--- config.mk ---
export PLATFORM = sky130hd
export DESIGN_NAME = rss_seq
export DESIGN_NICKNAME = d
export VERILOG_FILES = /design/src/rss_seq.v /design/src/rss_wreg_track.v
export VERILOG_INCLUDE_DIRS = /design/src
export SDC_FILE = /design/constraint.sdc
export NUM_CORES = 1
export LEC_CHECK = 0
export ABC_AREA = 0
export BUFFER_PORTS_ARGS = -buffer_cell sky130_fd_sc_hd__buf_4
export CORE_MARGIN = 1.5
export CORE_UTILIZATION = 40
export CTS_BUF_LIST = sky130_fd_sc_hd__clkbuf_4 sky130_fd_sc_hd__clkbuf_8
export DETAILED_ROUTE_END_ITERATION = 16
export GPL_TIMING_DRIVEN = 0
export PLACE_DENSITY = 0.67
export SLEW_MARGIN = 20
export SYNTH_ARGS = -nofsm -noshare
export SYNTH_HDL_FRONTEND = slang
export SYNTH_SLANG_ARGS = --single-unit
--- constraint.sdc ---
create_clock -name clk_sys -period 7.73 [get_ports clk_sys]
set_input_delay 0.3865 -clock clk_sys [delete_from_list [all_inputs] [get_ports clk_sys]]
set_output_delay 0.3865 -clock clk_sys [all_outputs]
set_load 0.01 [all_outputs]
--- src/rss_map.vh ---
// register offsets, field positions, reset values and timing constants of the start-up sequencer
`ifndef RSS_MAP_VH
`define RSS_MAP_VH

// register word addresses
`define RSS_ADDR_CTRL      4'h0
`define RSS_ADDR_STATUS    4'h1
`define RSS_ADDR_CAUSE     4'h2
`define RSS_ADDR_OSCCTL    4'h3
`define RSS_ADDR_IRQ_STAT  4'h4
`define RSS_ADDR_IRQ_MASK  4'h5
`define RSS_ADDR_WREG_LOAD 4'h6
`define RSS_ADDR_WREG_USE  4'h7
`define RSS_ADDR_WREG_VAL  4'h8

// control register fields
`define RSS_CTRL_FAIL_MON_EN 0
`define RSS_CTRL_PUD_SEL_LO  1
`define RSS_CTRL_PUD_SEL_HI  2
`define RSS_CTRL_SRC_LO      3
`define RSS_CTRL_SRC_HI      4
`define RSS_CTRL_PLL_EN      5
`define RSS_CTRL_RESET       8'h00

// clock source codes
`define RSS_SRC_RC       2'h0
`define RSS_SRC_EXTCLK   2'h1
`define RSS_SRC_CRYSTAL  2'h2

// reset-cause register fields and reset values
`define RSS_CAUSE_TRAP      15
`define RSS_CAUSE_BAD_OP    14
`define RSS_CAUSE_BROWNOUT  1
`define RSS_CAUSE_POWER_ON  0
`define RSS_CAUSE_POR_VALUE 16'h0003

// osc control register fields
`define RSS_OSC_LOCK     5
`define RSS_OSC_USE_RC   3

// interrupt status bits
`define RSS_IRQ_CLK_FAIL  0
`define RSS_IRQ_RUN       1
`define RSS_IRQ_BAD_PTR   2

// timing, reference clock at 25 MHz
`define RSS_CLK_MHZ            25
`define RSS_POWER_ON_DELAY_US  10
`define RSS_SETTLE_DELAY_US    100
`define RSS_PUD_4_MS           4
`define RSS_PUD_16_MS          16
`define RSS_PUD_64_MS          64
`define RSS_POWER_ON_CYC       (`RSS_POWER_ON_DELAY_US * `RSS_CLK_MHZ)
`define RSS_SETTLE_CYC         (`RSS_SETTLE_DELAY_US * `RSS_CLK_MHZ)
`define RSS_PUD_4_CYC          (`RSS_PUD_4_MS * 1000 * `RSS_CLK_MHZ)
`define RSS_PUD_16_CYC         (`RSS_PUD_16_MS * 1000 * `RSS_CLK_MHZ)
`define RSS_PUD_64_CYC         (`RSS_PUD_64_MS * 1000 * `RSS_CLK_MHZ)
`define RSS_OST_PERIODS        1024

`endif

--- src/rss_seq.v ---
// reset start-up sequencer: delays, clock release, fail monitor arming and cause flags
`timescale 1ns/10ps
`include "rss_map.vh"

// Notes on behaviour
// - oscillator start-up runs independent of reset delays
// - core fetch held until clock released
// - armed monitor falls back to fast RC
// - crystal/PLL adds 100 us settle delay
// - power-on delay precedes operation except after brown-out
// - unready clock at monitor start traps
// - power-up delay precedes master reset release
// - external clock with PLL skips start-up timer
// - external/RC clock without PLL: no settle delay
// - control register reset on power-on only, kept over brown-out
// - osc control reset from configured source and PLL enable, same for every reset type
// - only word loads validate working registers
// - power-on delay 10 us before release
// - power-up delay select 0/4/16/64 ms
// - start-up timer counts 1024 oscillator periods
// - bad pointer use sets cause bit 14
module rss_seq #(
	parameter [31:0] PUD_4_CYC  = `RSS_PUD_4_CYC,
	parameter [31:0] PUD_16_CYC = `RSS_PUD_16_CYC,
	parameter [31:0] PUD_64_CYC = `RSS_PUD_64_CYC,
	parameter        NREG       = 15
) (
	// reference clock and reset
	input  wire        clk_sys,
	input  wire        sys_rst,
	// reset events
	input  wire        por_pulse,
	input  wire        bor_pulse,
	input  wire        trap_conflict,
	// oscillator side
	input  wire        osc_tick,
	input  wire        pll_lock,
	input  wire        clk_alive,
	// register port
	input  wire [3:0]  reg_addr,
	input  wire [15:0] reg_wdata,
	input  wire        reg_wr,
	input  wire        reg_rd,
	output reg  [15:0] reg_rdata,
	// core side
	output reg         master_reset_q,
	output reg         clk_release_q,
	output reg         core_run_q,
	output reg         fail_mon_active_q,
	output reg         use_fast_rc_q,
	output reg         clk_fail_trap_q,
	output reg         wreg_reset_q,
	output reg         irq_q
);
	localparam ST_POR    = 3'h0;
	localparam ST_PUD    = 3'h1;
	localparam ST_SETTLE = 3'h2;
	localparam ST_RUN    = 3'h3;
	localparam ST_IDLE   = 3'h4;

	reg  [2:0]      state_q;
	reg  [31:0]     cnt_q;
	reg  [7:0]      ctrl_q;
	reg  [15:0]     cause_q;
	reg  [15:0]     osc_q;
	reg  [2:0]      irq_stat_q;
	reg  [2:0]      irq_mask_q;
	reg  [10:0]     ost_q;
	reg             ost_done_q;
	reg             run_seen_q;
	reg             wr_event_q;
	wire [NREG-1:0] wvalid;
	wire            bad_use;
	wire [1:0]      src;
	wire            pll_en;
	wire            need_settle;
	wire            osc_ready;
	reg  [31:0]     pud_cyc;

	assign src    = ctrl_q[`RSS_CTRL_SRC_HI:`RSS_CTRL_SRC_LO];
	assign pll_en = ctrl_q[`RSS_CTRL_PLL_EN];
	// settle delay only for crystal or PLL derived clocks
	assign need_settle = (src == `RSS_SRC_CRYSTAL) || pll_en;
	// start-up timer only applies to a crystal; lock is only awaited with the PLL enabled
	assign osc_ready = ((src != `RSS_SRC_CRYSTAL) || ost_done_q) && (!pll_en || pll_lock);

	always @* begin
		case (ctrl_q[`RSS_CTRL_PUD_SEL_HI:`RSS_CTRL_PUD_SEL_LO])
			2'h1:    pud_cyc = PUD_4_CYC;
			2'h2:    pud_cyc = PUD_16_CYC;
			2'h3:    pud_cyc = PUD_64_CYC;
			default: pud_cyc = 32'h0;
		endcase
	end

	// oscillator start-up timer, counted on oscillator ticks, free of the reset delays
	always @(posedge clk_sys) begin
		if (sys_rst || por_pulse || bor_pulse) begin
			ost_q      <= 11'h0;
			ost_done_q <= 1'b0;
		end else if (osc_tick && !ost_done_q) begin
			ost_q      <= ost_q + 11'h1;
			ost_done_q <= (ost_q == `RSS_OST_PERIODS - 1);
		end
	end

	// delay sequencer, counted on the always-running reference clock
	always @(posedge clk_sys) begin
		if (sys_rst || por_pulse) begin
			state_q        <= ST_POR;
			cnt_q          <= 32'h0;
			master_reset_q <= 1'b1;
		end else if (bor_pulse) begin
			state_q        <= ST_PUD;
			cnt_q          <= 32'h0;
			master_reset_q <= 1'b1;
		end else begin
			case (state_q)
				ST_POR: begin
					if (cnt_q >= `RSS_POWER_ON_CYC - 1) begin
						state_q <= ST_PUD;
						cnt_q   <= 32'h0;
					end else
						cnt_q <= cnt_q + 32'h1;
				end
				ST_PUD: begin
					if (cnt_q >= pud_cyc) begin
						master_reset_q <= 1'b0;
						state_q        <= need_settle ? ST_SETTLE : ST_RUN;
						cnt_q          <= 32'h0;
					end else
						cnt_q <= cnt_q + 32'h1;
				end
				ST_SETTLE: begin
					if (cnt_q >= `RSS_SETTLE_CYC - 1) begin
						state_q <= ST_RUN;
						cnt_q   <= 32'h0;
					end else
						cnt_q <= cnt_q + 32'h1;
				end
				ST_RUN: state_q <= ST_RUN;
				default: state_q <= ST_POR;
			endcase
		end
	end

	// clock release, core run and fail monitor
	always @(posedge clk_sys) begin
		if (sys_rst || master_reset_q) begin
			clk_release_q     <= 1'b0;
			core_run_q        <= 1'b0;
			fail_mon_active_q <= 1'b0;
			clk_fail_trap_q   <= 1'b0;
			use_fast_rc_q     <= 1'b0;
		end else begin
			clk_release_q     <= osc_ready || use_fast_rc_q;
			core_run_q        <= clk_release_q;
			fail_mon_active_q <= ctrl_q[`RSS_CTRL_FAIL_MON_EN] && (state_q == ST_RUN);
			clk_fail_trap_q   <= 1'b0;
			// a clock not yet ready at arming counts as failed
			if (fail_mon_active_q && !use_fast_rc_q && (!osc_ready || !clk_alive)) begin
				use_fast_rc_q   <= 1'b1;
				clk_fail_trap_q <= 1'b1;
			end
		end
	end

	rss_wreg_track #(
		.NREG      (NREG)
	) u_wreg (
		.clk_sys   (clk_sys),
		.clr       (sys_rst || master_reset_q),
		.load_stb  (reg_wr && reg_addr == `RSS_ADDR_WREG_LOAD),
		.load_word (reg_wdata[4]),
		.load_idx  (reg_wdata[3:0]),
		.use_stb   (reg_wr && reg_addr == `RSS_ADDR_WREG_USE),
		.use_idx   (reg_wdata[3:0]),
		.valid_q   (wvalid),
		.bad_use_q (bad_use)
	);

	always @(posedge clk_sys) begin
		if (sys_rst)
			wreg_reset_q <= 1'b0;
		else
			wreg_reset_q <= bad_use;
	end

	// software registers; cause and control vary with reset type, control kept over brown-out
	always @(posedge clk_sys) begin
		if (sys_rst || por_pulse) begin
			cause_q <= `RSS_CAUSE_POR_VALUE;
			ctrl_q  <= `RSS_CTRL_RESET;
		end else begin
			if (reg_wr && reg_addr == `RSS_ADDR_CTRL)
				ctrl_q <= reg_wdata[7:0];
			if (reg_wr && reg_addr == `RSS_ADDR_CAUSE)
				cause_q <= reg_wdata;
			if (bor_pulse)
				cause_q[`RSS_CAUSE_BROWNOUT] <= 1'b1;
			if (trap_conflict)
				cause_q[`RSS_CAUSE_TRAP] <= 1'b1;
			if (bad_use)
				cause_q[`RSS_CAUSE_BAD_OP] <= 1'b1;
		end
	end

	// osc control: reset value follows configured source and PLL enable, same for every reset type
	always @(posedge clk_sys) begin
		if (sys_rst || por_pulse || bor_pulse) begin
			osc_q <= {11'h0, 2'h0, ctrl_q[`RSS_CTRL_SRC_HI:`RSS_CTRL_SRC_LO], pll_en};
		end else begin
			osc_q[`RSS_OSC_LOCK]   <= pll_en && pll_lock;
			osc_q[`RSS_OSC_USE_RC] <= use_fast_rc_q;
		end
	end

	// interrupt status: set wins over write-one-to-clear
	always @(posedge clk_sys) begin
		if (sys_rst) begin
			irq_stat_q <= 3'h0;
			irq_mask_q <= 3'h0;
			run_seen_q <= 1'b0;
			irq_q      <= 1'b0;
		end else begin
			run_seen_q <= core_run_q;
			if (reg_wr && reg_addr == `RSS_ADDR_IRQ_MASK)
				irq_mask_q <= reg_wdata[2:0];
			irq_stat_q <= (irq_stat_q & ~((reg_wr && reg_addr == `RSS_ADDR_IRQ_STAT) ? reg_wdata[2:0] : 3'h0))
				| {bad_use, core_run_q && !run_seen_q, clk_fail_trap_q};
			irq_q <= |(irq_stat_q & irq_mask_q);
		end
	end

	// read port, data one cycle after the strobe
	always @(posedge clk_sys) begin
		if (sys_rst)
			reg_rdata <= 16'h0;
		else if (reg_rd) begin
			case (reg_addr)
				`RSS_ADDR_CTRL:     reg_rdata <= {8'h0, ctrl_q};
				`RSS_ADDR_STATUS:   reg_rdata <= {9'h0, state_q, core_run_q, clk_release_q, fail_mon_active_q,
					master_reset_q};
				`RSS_ADDR_CAUSE:    reg_rdata <= cause_q;
				`RSS_ADDR_OSCCTL:   reg_rdata <= osc_q;
				`RSS_ADDR_IRQ_STAT: reg_rdata <= {13'h0, irq_stat_q};
				`RSS_ADDR_IRQ_MASK: reg_rdata <= {13'h0, irq_mask_q};
				`RSS_ADDR_WREG_VAL: reg_rdata <= {{(16-NREG){1'b0}}, wvalid};
				default:            reg_rdata <= 16'h0;
			endcase
		end else
			reg_rdata <= 16'h0;
	end
endmodule

--- src/rss_wreg_track.v ---
// per-register word-load validity tracking for the working register array
`timescale 1ns/10ps
module rss_wreg_track #(
	parameter NREG = 15
) (
	// clock and reset
	input  wire             clk_sys,
	input  wire             clr,
	// load and use events
	input  wire             load_stb,
	input  wire             load_word,
	input  wire [3:0]       load_idx,
	input  wire             use_stb,
	input  wire [3:0]       use_idx,
	// results
	output reg  [NREG-1:0]  valid_q,
	output reg              bad_use_q
);
	genvar g;
	generate
		for (g = 0; g < NREG; g = g + 1) begin : g_reg
			always @(posedge clk_sys) begin
				if (clr)
					valid_q[g] <= 1'b0;
				else if (load_stb && load_idx == g)
					valid_q[g] <= load_word; // byte loads never validate
			end
		end
	endgenerate

	always @(posedge clk_sys) begin
		if (clr)
			bad_use_q <= 1'b0;
		else
			bad_use_q <= use_stb && (use_idx < NREG) && !valid_q[use_idx];
	end
endmodule

=== Word-level counts from Yosys, hierarchy flattened ===
Cells that the tools add are included.

* Bits of input ports: 30
* Output and inout bits: 24
* Flip-flop bits (word level): 123

* Multiplexer cells: 19
* Bitwise gates (word level): 5
* Magnitude comparators: 5
* Equality and inequality tests: 37
* Reduce and logical (&&, ||, !) cells: 57
* Add/sub/neg operators: 2

{| class="wikitable"
|+ Operators with widths
! kind !! count
|-
| 16-bit case mux with 7 select lines || 1
|-
| 32-bit 2-to-1 mux || 3
|-
| 32-bit case mux with 3 select lines || 1
|-
| 21-bit case mux with 3 select lines || 1
|-
| 32-bit by 1-bit adder with 32-bit output, second input constant || 1
|-
| 4-bit by 3-bit equality test with 1-bit output, second input constant || 8
|-
| 4-bit equality test, second input constant || 8
|-
| 32-bit by 12-bit greater-or-equal comparator with 1-bit output, second input constant || 1
|-
| 32-bit greater-or-equal comparator || 1
|-
| 32-bit by 8-bit greater-or-equal comparator with 1-bit output, second input constant || 1
|-
| 1-bit logical AND || 30
|-
| 4-bit by 2-bit equality test with 1-bit output, second input constant || 4
|-
| 16-bit 2-to-1 mux || 1
|-
| 3-bit 2-to-1 mux || 4
|-
| 3-bit case mux with 4 select lines || 1
|-
| 11-bit by 1-bit adder with 11-bit output, second input constant || 1
|-
| 11-bit by 10-bit equality test with 1-bit output, second input constant || 1
|-
| 3-bit != test, second input constant || 3
|-
| 4-bit by 1-bit equality test with 1-bit output, second input constant || 2
|-
| 4-bit zero test || 2
|-
| 1-bit logical OR || 8
|-
| 2-bit != test, second input constant || 4
|-
| 1-bit zero test || 7
|-
| 3-bit bitwise AND || 2
|-
| other kinds (18) || 29
|}

=== Depth between registers and ports, before layout ===
Gate-level depths: netlist of the first run.

* Depth in word-level cells: 7
* Depth in mapped cells: 12
* Gate-level depth less buffers: 11

=== Modules after synthesis ===
Synthesis of the first run repeated with hierarchy kept, for this count alone.

* Cell total of the unflattened synthesis: 633
* Area, all modules: 5569.1 µm²

{| class="wikitable"
|+ Modules (own cells, without submodules)
! module !! cells each !! instances !! sequential area each (µm²) !! area each (µm²)
|-
| rss_seq || 537 || 1 || 2152.1 || 4762.1
|-
| rss_wreg_track || 96 || 1 || 320.3 || 807.0
|}

=== Least setup slack after synthesis of the first run ===
Ideal clock, no wire load.

* Path kind: register to register
* From: reg ctrl_q[2]
* To: reg cnt_q[13]
* Arrival time: 2.763 ns
* Period minus slack after synthesis: 2.830 ns
* Data required time: 7.663 ns
* Slack: 4.900 ns
* Cell stages (with the launch flop): 13
* Cell sequence: dfxtp_1 inv_1 ha_1 inv_1 ha_1 and4b_1 a221o_1 o311a_1 nand4bb_4 a31o_4 buf_6 o21a_1 o21ai_2

* Word-level cells in the longest chain between the ends: 5
* Elaborated cells between the ends (all ways): 7
* Classes of those cells: order compare (1); eq/ne (3); mux (3)

{| class="wikitable"
|+ Ends and longest elaborated chain
! what !! RTL line !! RTL
|-
| start, declared || rss_seq.v:63 || <nowiki>reg [7:0] ctrl_q;</nowiki>
|-
| start signal, assigned || rss_seq.v:193 || <nowiki>ctrl_q <= `RSS_CTRL_RESET;</nowiki>
|-
| start signal, assigned || rss_seq.v:196 || <nowiki>ctrl_q <= reg_wdata[7:0];</nowiki>
|-
| 2-bit equality test or 2-bit by 1-bit equality test with 1-bit output (tied branches) || rss_seq.v:88 || <nowiki>case (ctrl_q[`RSS_CTRL_PUD_SEL_HI:`RSS_CTRL_PUD_SEL_LO])</nowiki>
|-
| 21-bit case mux with 3 select lines (*) || rss_seq.v:88 ||
|-
| 32-bit greater-or-equal comparator (*) || rss_seq.v:127 || <nowiki>if (cnt_q >= pud_cyc) begin</nowiki>
|-
| 32-bit 2-to-1 mux (*) || rss_seq.v:127 ||
|-
| 32-bit case mux with 3 select lines (*) || rss_seq.v:118 || <nowiki>case (state_q)</nowiki>
|-
| end signal, assigned || rss_seq.v:124 || <nowiki>cnt_q <= cnt_q + 32'h1;</nowiki>
|-
| end signal, assigned || rss_seq.v:132 || <nowiki>cnt_q <= cnt_q + 32'h1;</nowiki>
|-
| end signal, assigned || rss_seq.v:139 || <nowiki>cnt_q <= cnt_q + 32'h1;</nowiki>
|-
| end, declared || rss_seq.v:62 || <nowiki>reg [31:0] cnt_q;</nowiki>
|}

Every way passes the cells marked *; elsewhere a longest branch is shown, timed or not.
A chain may end at the register's enable or synchronous reset.

=== Worst setup path after layout of the first run ===
* From: reg ctrl_q[2]
* To: reg cnt_q[20]

The elaborated chain is that of the path after synthesis.

==> results.yml, run 1 <==
finish:
  post_route_cells_drive_above_1_share_pct: 13.4
  finalNonFillerCells: 941
  diodes: 0
  stdcell_area_um2: 6770
  fillCellCount: 1375
  multi_input_area_um2: 3090
  final_nets: 807
  synthToLayoutAreaGrowth_pct: 17.0
  fin_util_pct: 48.4
  seq_area_um2: 2470
yosys:
  synth-simple-area-share_pct: 25.4
  yosysWarningCount: 0
  ys.flop_type: "dfxtp_1"
  synth_enable_flop_cells: 3
  synth_compound_area_share_pct: 15.5
  syn-num-nets: 737
  synth-seq-cells: 122
  synthCells: 678
  muxShareOfSynthArea_pct: 4.71
  ys_types: 60
  async_flop_share_pct: 0
  seq_area_frac_synth_pct: 42.7
  synth_top_family_by_area: "simple AND/OR/NAND/NOR gates"
  synth-adder-area-share_pct: 6.27
  synth-xor-area-share_pct: 1.51
  syn_area_per_cell_um2: 8.53
  synth_area_um2: 5790
grt:
  grt_usage_pct: 20.2
  use_met1_pct: 27.0
  antenna_found_initial: 0
  grt_pass1_wl_um: 23900
  grt_use_met2_pct: 32.0
  busiest_layer: "met2"
  grt_max_degree: 17
  met3_usage_pct: 5.03
  grt_pass1_vias: 4884
  globalRoute.totalOverflow: 0
worst_setup_path:
  startpoint_type: "flop"
  crit_required_ns: 8.08
  crit_path_max_fanout: 6
  endpoint_kind: "flop"
  path_cells: "inv_1 -> ha_1 -> inv_1 -> ha_1 -> and4b_1 -> a221o_1 -> o311a_1 -> nand4bb_4 -> a31oi_2 -> nand2b_2 -> o31ai_1"
  crit_buf_inv: 2
  slowest_delay_ns: 0.43
  slowest_stage: "a31oi_2"
  rr_worst_depth: 11
  path_class: "reg -> reg"
  crit_family: "compound AO/OA/AOI/OAI gates"
  regToRegEndpoint: "cnt_q[20]"
  r2r_start: "ctrl_q[2]"
  reg2reg_slack_ns: 4.45
  arrival_ns: 3.63
floorplanning:
  dieArea_um2: 15200
  chipWidth_um: 123
  dieHeight_um: 123
  io_pins: 54
  start_util_pct: 41.4
  fp-row-count: 43
  core_um2: 14000
sta:
  skew_ns: 0.0156
  period_minus_slack_ns: 3.28
  fin_ws_ns: 4.45
  slew-limit-headroom_pct: 32.5
  drv_slew: 0
  hold_ws_ns: 0.186
  rsz0062_at_grt: "false"
  setup_tns_ns: 0
  fmax_mhz: 305
  worstMarginPinSlew_ns: 1.00
  post-route-period-util_pct: 42.5
  setup_violations: 0
  hold_viol: 0
placed_design:
  placed_cells: 909
  place_ws_ns: 4.48
  gp_congestion: 0.879
  place_area_um2: 6390
  hpwl_um: 11000
  numPortBuffers: 51
clocking:
  cts_hold_buf: 0
  clock_sinks: 122
  cts_root_buffer: "clkbuf_8"
  clock_path_buffers: 2
  cts_buffers: 17
  cts_tree: "yes"
  clk_latency_ns: 0.44
  postCtsSetupBuffers: 0
  htree_levels: 4
  cts.repair.resized: 0
  path_clk_slew_ns: 0.08
run:
  max_cap_viol_count: 0
route:
  wl_per_cell_um: 15.8
  drtIter0Drc: 444
  ant_nets: 0
  via_per_inst: 5.55
  via_count: 5224
  drc: 0
  drt_first_pass_iters: 5
  wl_um: 14800
worst_hold_path:
  hold_depth: 3
  min_to: "cause_q[9]"
  hold_start: "reg_wdata[9]"
  min_path_type: "in -> reg"
pwr:
  p_per_area_nw_per_um2: 182
  fin_total_pwr_mw: 1.23
  peakVddDrop_v: 0.000105
  p_leak_nw: 2.60
outcome:
  status: "complete, no violations"
-- routing by layer --
| layer | part of all wire [%] | up-vias |
|---|---|---|
| met5 | 0 | - |
| met4 | 1.7 | 0 |
| met3 | 6.5 | 22 |
| met2 | 46 | 168 |
| met1 | 46 | 2496 |
| li1 | - | 2538 |
-- power breakdown --
part	switching, mW	internal (mW)	leakage, nW
Combinational	0.0411	0.0254	1.41
Sequential	0.00227	0.633	0.994
Clock	0.269	0.263	0.189
-- flip-flops by register name, summed over array words and instances (netlist names), 2 cells and up --
signal,cells
cnt_q,32
cause_q,16
reg_rdata,16
u_wreg.valid_q,15
ost_q,11
ctrl_q,8
osc_q,5
irq_mask_q,3
irq_stat_q,3
state_q,2
-- synthesized netlist by cell type (4+ instances only) --
library cell | instances | share of area [%]
o21ai_0 | 10 | 0.87
a22oi_1 | 17 | 2.2
clkbuf_1 | 33 | 2.1
and2_1 | 5 | 0.54
a22o_1 | 15 | 2.3
nor2b_1 | 12 | 1.3
nand2_1 | 94 | 6.1
ha_1 | 29 | 6.3
nor2_1 | 72 | 4.7
inv_1 | 20 | 1.3
dfxtp_1 | 119 | 41
o21ai_1 | 10 | 0.87
mux4_2 | 4 | 1.6
nand2b_1 | 6 | 0.65
a21oi_1 | 46 | 4.0
nand3b_1 | 7 | 0.91
nor3_1 | 14 | 1.2
nor4_1 | 10 | 1.1
a31oi_1 | 10 | 1.1
mux2i_1 | 16 | 2.8
and3_1 | 23 | 2.5
xor2_1 | 7 | 1.1
nand3_1 | 40 | 3.5
o31ai_1 | 5 | 0.65
-- cells by family after synthesis --
family	count (synthesis)
AO/OA/AOI/OAI	135
XOR/XNOR	10
adder cells (fa/ha/maj)	29
buffers and inverters	57
flip-flops	122
multiplexers	22
AND/OR/NAND/NOR	303
-- worst min-delay path: cells and delay by family --
family / cells / cell delay (ns)
compound gates: 1 / 0.05
buf+inv: 1 / 0.11
simple gates: 1 / 0.05
-- final cells by class --
cell class | instances | area share, %
Multi-Input combinational cell | 499 | 45.7
Sequential cell | 122 | 36.5
Timing Repair Buffer | 51 | 5.66
Clock buffer | 18 | 3.66
Tap cell | 180 | 3.33
Buffer | 36 | 2.16
Clock inverter | 14 | 1.81
Inverter | 21 | 1.16
-- worst max-delay path by stage --
stage               startpoint  slack (ns)  depth (start not counted)        end
floorplan            ctrl_q[2]        4.90                         12  cnt_q[13]
global placement     ctrl_q[1]        4.55                         11   cnt_q[6]
detailed placement   ctrl_q[2]        4.48                         11  cnt_q[20]
CTS                  ctrl_q[2]        4.42                         11  cnt_q[20]
global route         ctrl_q[2]        4.23                         11  cnt_q[18]
finish               ctrl_q[2]        4.45                         11  cnt_q[20]
-- placed cells by master (no fill, tap or decap), types with 4 or more instances in the layout --
cell and instances:
a31oi_1 10, o21ai_1 10, ha_1 29, a22o_1 15, clkbuf_1 33, nand2_1 94
xor2_1 7, clkbuf_8 18, and2_1 5, mux4_2 4, nand2b_1 6, clkinv_2 5
nor4_1 9, o21ai_0 10, and3_1 23, nor3_1 14, o31ai_1 5, buf_4 52
a21oi_1 46, nand3_1 40, a22oi_1 17, inv_1 20, nor2b_1 12, dfxtp_1 119
nand3b_1 7, mux2i_1 16, nor2_1 72, clkinv_4 4
Note: power is estimated with default switching activity, not from simulation.
==> run 2: changes to the inputs <==
==> constraint.sdc (replaced) <==
create_clock -name clk_sys -period 3.4 [get_ports clk_sys]
set_input_delay 0.17 -clock clk_sys [delete_from_list [all_inputs] [get_ports clk_sys]]
set_output_delay 0.17 -clock clk_sys [all_outputs]
set_load 0.01 [all_outputs]
==> run 2 against run 1 <==
Net effect: sequential share of layout area decreased by 0.73 points; via count increased by 0.33%; maximum frequency about the same; critical endpoint is now cnt_q[6]; largest cell class unchanged.
==> results.yml, run 2 (same netlist as run 1, synthesis figures left out) <==
outcome:
  status: "complete, no violations"
route:
  wl_per_cell_um: 15.6
  ant_nets: 0
  drc: 0
  via_per_inst: 5.49
  drt-met1-wl_um: 6880
  dr_wl_met3_um: 834
  maxUsedRoutingLayer: "met4"
  wl_um: 14900
  drtIter0Drc: 462
  drt_first_pass_iters: 7
  via_count: 5241
  dr_wl_met2_um: 6970
run:
  max_cap_viol_count: 0
finish:
  final_nets: 820
  synthToLayoutAreaGrowth_pct: 19.4
  largest_register: "cnt_q"
  final_common_cell: "dfxtp_1"
  post_route_cells_drive_above_1_share_pct: 13.2
  diodes: 0
  finalNonFillerCells: 954
  largestRegisters: "cnt_q x32, cause_q x16, reg_rdata x16"
  mostFrequentLayoutCells: "dfxtp_1 (119), nand2_1 (94), nor2_1 (72), buf_4 (52), a21oi_1 (46)"
  largest_register_ffs: 32
grt:
  grt_pass1_vias: 4945
  grt_pass1_wl_um: 24200
  antenna_found_initial: 0
  grt_max_degree: 17
  globalRoute.totalOverflow: 0
  grt_usage_pct: 20.5
sta:
  setup_tns_ns: 0
  period_minus_slack_ns: 3.28
  fmax_mhz: 305
  hold_viol: 0
  rsz0062_at_grt: "false"
  hold_ws_ns: 0.0235
  drv_slew: 0
  slew-limit-headroom_pct: 34.5
  worstMarginPinSlew_ns: 0.976
  post-route-period-util_pct: 96.5
  skew_ns: 0.0164
  setup_violations: 0
worst_setup_path:
  regToRegEndpoint: "cnt_q[6]"
  startpoint_type: "flop"
  endpoint_kind: "flop"
  crit_path_max_fanout: 10
  crit_required_ns: 3.73
  reg2reg_slack_ns: 0.12
  r2r_start: "ctrl_q[1]"
  rr_worst_depth: 11
  path_class: "reg -> reg"
  arrival_ns: 3.61
pwr:
  peakVddDrop_v: 0.000239
  clkPwrFrac_pct: 42.9
  sequentialPowerShare_pct: 51.3
  p_leak_nw: 2.65
  pwr-share-comb_pct: 5.8
  power.switching_mw: 0.712
  p_int_mw: 2.10
  switching_share_pct: 25.3
  p_per_area_nw_per_um2: 408
worst_hold_path:
  min_to: "cause_q[15]"
  min_path_type: "in -> reg"
  hold_depth: 3
  hold_start: "reg_wdata[15]"
clocking:
  path_clk_slew_ns: 0.07
  cts_buffers: 17
  htree_levels: 4
  clock_sinks: 122
  cts_root_buffer: "clkbuf_8"
  cts_tree: "yes"
  postCtsSetupBuffers: 0
  clk_latency_ns: 0.44
  clock_path_buffers: 2
floorplanning:
  chipWidth_um: 123
  io_pins: 54
  core_um2: 14000
  fp-row-count: 43
  dieArea_um2: 15200
  start_util_pct: 41.4
  dieHeight_um: 123
placed_design:
  gp_congestion: 0.879
  placed_cells: 909
  numPortBuffers: 51
  hpwl_um: 11000
run 2: changes by cell type in the layout (fill, tap and decap cells not counted):
| cell | delta |
|---|---|
| a31oi_2 | -1 |
| a31oi_4 | +1 |
| dlygate4sd3_1 | +13 |
run 2: timing repair:
| action | 4_1_cts | 5_1_grt |
|---|---|---|
| hold endpoints to repair | 14 | 0 |
| setup endpoints to repair | 0 | 4 |
| hold buffers | 13 | 0 |
| resized for setup | 0 | 1 |
run 2: final cells by class:
type / count / area [um2]
Buffer: 36 / 146
Clock buffer: 18 / 248
Clock inverter: 14 / 123
Fill cell: 1361 / 7080
Inverter: 21 / 78.8
Multi-Input combinational cell: 499 / 3100
Sequential cell: 122 / 2470
Tap cell: 180 / 225
Timing Repair Buffer: 64 / 513
run 2: critical path: stages, from the launching register on:
cell	delay (ns)
dfxtp_1	0.42
ha_1	0.19
inv_1	0.10
ha_1	0.29
or4b_1	0.50
nor4_1	0.47
o311a_1	0.28
nand4bb_4	0.22
a31o_4	0.22
buf_6	0.15
o21ai_1	0.07
a22o_1	0.25
run 2: power groups by stage:
stage / logic [mW] / clock network, mW / registers [mW]
after global placement: 0.145 / 0 / 1.48
after detailed placement: 0.149 / 0 / 1.48
after global routing: 0.179 / 1.29 / 1.45
after floorplan: 0.0876 / 0 / 1.48
final: 0.164 / 1.21 / 1.44
after CTS: 0.162 / 1.23 / 1.44
run 2: worst max path at each step:
stage	startpoint	end	slack (ns)	depth (start not counted)
5_1_grt	ctrl_q[2]	cnt_q[13]	0.006	12
3_3_place_gp	ctrl_q[1]	cnt_q[6]	0.22	11
6_report	ctrl_q[1]	cnt_q[6]	0.12	11
4_1_cts	ctrl_q[2]	cnt_q[20]	0.09	11
2_1_floorplan	ctrl_q[2]	cnt_q[13]	0.57	12
3_5_place_dp	ctrl_q[2]	cnt_q[20]	0.15	11
run 2: metal layers:
layer / up-vias / GRT usage [%]
li1: 2562 / -
met4: 0 / 7.11
met2: 147 / 32.4
met1: 2510 / 27.4
met3: 22 / 4.89
met5: - / 0
run 2: stage by stage:
stage               power [mW]  util (%)  worst slack [ns]  area (um2)
global placement          1.62      45.7             0.219        6390
floorplan                 1.56         -             0.570        5790
detailed placement        1.63      45.7             0.147        6390
CTS                       2.84      49.3            0.0913        6890
global route              2.92      49.4           0.00554        6910
finish                    2.82      49.4             0.119        6910
==> run 3: changes to the inputs <==
--- a/config.mk
+++ b/config.mk
@@ -9,11 +9,11 @@
 export ABC_AREA = 0
 export BUFFER_PORTS_ARGS = -buffer_cell sky130_fd_sc_hd__buf_4
 export CORE_MARGIN = 1.5
-export CORE_UTILIZATION = 40
+export CORE_UTILIZATION = 44
 export CTS_BUF_LIST = sky130_fd_sc_hd__clkbuf_4 sky130_fd_sc_hd__clkbuf_8
 export DETAILED_ROUTE_END_ITERATION = 16
 export GPL_TIMING_DRIVEN = 0
-export PLACE_DENSITY = 0.67
+export PLACE_DENSITY = 0.72
 export SLEW_MARGIN = 20
 export SYNTH_ARGS = -nofsm -noshare
 export SYNTH_HDL_FRONTEND = slang
==> run 3 against run 2 <==
Net effect: maximum frequency up 2.7%; total power up 6.4%; sequential cell count unchanged; final cell count down 0.73%; wire length up 0.84%; first-iteration DRC count up 26%; clock-buffer cell count up 3; register-to-register slack better by 0.09 ns; highest routed layer unchanged.
==> results.yml, run 3 (same netlist as run 1, synthesis figures left out) <==
finish:
  final_nets: 821
  largest_register_ffs: 32
  diodes: 0
  synthToLayoutAreaGrowth_pct: 20.7
  largest_register: "cnt_q"
  mostFrequentLayoutCells: "dfxtp_1 (119), nand2_1 (94), nor2_1 (72), buf_4 (52), a21oi_1 (46)"
  post_route_cells_drive_above_1_share_pct: 13.3
  largestRegisters: "cnt_q x32, cause_q x16, reg_rdata x16"
  final_common_cell: "dfxtp_1"
worst_setup_path:
  startpoint_type: "flop"
  crit_required_ns: 3.80
  path_cells: "inv_1 -> ha_1 -> inv_1 -> ha_1 -> and4b_1 -> a221o_1 -> o311a_1 -> nand4bb_4 -> a311oi_1 -> buf_4 -> nand3_1 -> o21ai_2"
  endpoint_kind: "flop"
  arrival_ns: 3.59
  crit_path_max_fanout: 10
  path_class: "reg -> reg"
  slowest_delay_ns: 0.43
  slowest_stage: "dfxtp_1"
  crit_family: "compound AO/OA/AOI/OAI gates"
  crit_buf_inv: 3
floorplanning:
  start_util_pct: 45.5
  dieArea_um2: 13800
  core_um2: 12700
  io_pins: 54
  chipWidth_um: 118
  fp-row-count: 41
  dieHeight_um: 118
run:
  max_cap_viol_count: 0
pwr:
  pwr-share-comb_pct: 5.6
  p_leak_nw: 2.69
  power.switching_mw: 0.688
  p_per_area_nw_per_um2: 429
  switching_share_pct: 23.0
  sequentialPowerShare_pct: 48.3
  clkPwrFrac_pct: 46.2
  peakVddDrop_v: 0.000253
  p_int_mw: 2.31
placed_design:
  hpwl_um: 10900
  gp_congestion: 0.909
  place_ws_ns: 0.0573
  numPortBuffers: 51
clocking:
  clock_sinks: 122
  cts_root_buffer: "clkbuf_8"
  htree_levels: 4
  path_clk_slew_ns: 0.07
  postCtsSetupBuffers: 0
  cts_tree: "yes"
  cts_buffers: 17
  clk_latency_ns: 0.46
  clock_path_buffers: 2
route:
  wl_per_cell_um: 15.9
  via_per_inst: 5.54
  wl_um: 15000
  drc: 0
  drt_first_pass_iters: 6
  drtIter0Drc: 582
  ant_nets: 0
  via_count: 5248
sta:
  fmax_mhz: 313
  fin_ws_ns: 0.205
  worstMarginPinSlew_ns: 0.952
  setup_violations: 0
  slew-limit-headroom_pct: 36.1
  rsz0062_at_grt: "false"
  post-route-period-util_pct: 94.0
  skew_ns: 0.0123
  setup_tns_ns: 0
  hold_ws_ns: 0.0136
  drv_slew: 0
  period_minus_slack_ns: 3.19
  hold_viol: 0
grt:
  grt_use_met2_pct: 35.9
  antenna_found_initial: 0
  grt_pass1_wl_um: 25000
  use_met1_pct: 29.2
  grt_usage_pct: 22.5
  grt_max_degree: 17
  met3_usage_pct: 5.23
  grt_pass1_vias: 5080
  busiest_layer: "met2"
  globalRoute.totalOverflow: 0
outcome:
  status: "complete, no violations"
worst_hold_path:
  min_path_type: "in -> reg"
## run 3: cell types whose count changed in the layout (fill, tap and decap cells not counted), sizes merged
| cell | delta |
|---|---|
| inv | -2 |
| bufinv | +2 |
| clkbuf | +3 |
| clkinv | -3 |
| dlygate4sd3 | +1 |
## run 3: worst min-delay path, cell delays in order
cell and delay [ns]:
buf_4 0.09, or2_2 0.11, nor4_1 0.05
## run 3: stage by stage
stage / instance area, um2 / cells / power [mW] / util [%]
floorplan: 5790 / 678 / 1.56 / -
global placement: 6380 / 901 / 1.62 / 50.2
detailed placement: 6380 / 901 / 1.63 / 50.2
CTS: 6960 / 947 / 3.01 / 54.7
global route: 6990 / 947 / 3.08 / 54.9
finish: 6990 / 947 / 3.00 / 54.9
## run 3: per-layer routing
metal  up-vias  part of all wire, %  wire (um)
met5         -                    0          0
met4         0                  2.1        320
met3        31                  6.5        985
met2       168                   46       6960
met1      2478                   45       6780
li1       2571                    -          -
## run 3: layout make-up
| cell class | instances | area (um2) |
|---|---|---|
| Inverter | 21 | 78.8 |
| Clock buffer | 21 | 289 |
| Sequential cell | 122 | 2470 |
| Multi-Input combinational cell | 499 | 3120 |
| Tap cell | 172 | 215 |
| Buffer | 36 | 146 |
| Fill cell | 1170 | 5740 |
| Clock inverter | 11 | 143 |
| Timing Repair Buffer | 65 | 523 |
## run 3: worst paths after layout
path | cells past startpoint | slack (ns) | start | to
max reg2reg | 12 | 0.21 | ctrl_q[2] | cnt_q[13]
min | 3 | 0.01 | sys_rst | u_wreg.bad_use_q
min reg2reg | 2 | 0.45 | clk_release_q | core_run_q
max | 12 | 0.21 | ctrl_q[2] | cnt_q[13]
## run 3: what timing repair did
action,in CTS,in global routing
endpoints found under the setup margin,0,18
resized for setup,0,3
hold buffers,14,0
endpoints found under the hold margin,17,0
## run 3: power by group through the flow
| stage | logic (mW) | clock network [mW] | registers (mW) |
|---|---|---|---|
| after floorplan | 0.0876 | 0 | 1.48 |
| after global placement | 0.145 | 0 | 1.48 |
| after detailed placement | 0.149 | 0 | 1.48 |
| after CTS | 0.163 | 1.40 | 1.45 |
| after global routing | 0.181 | 1.45 | 1.45 |
| final | 0.167 | 1.38 | 1.45 |
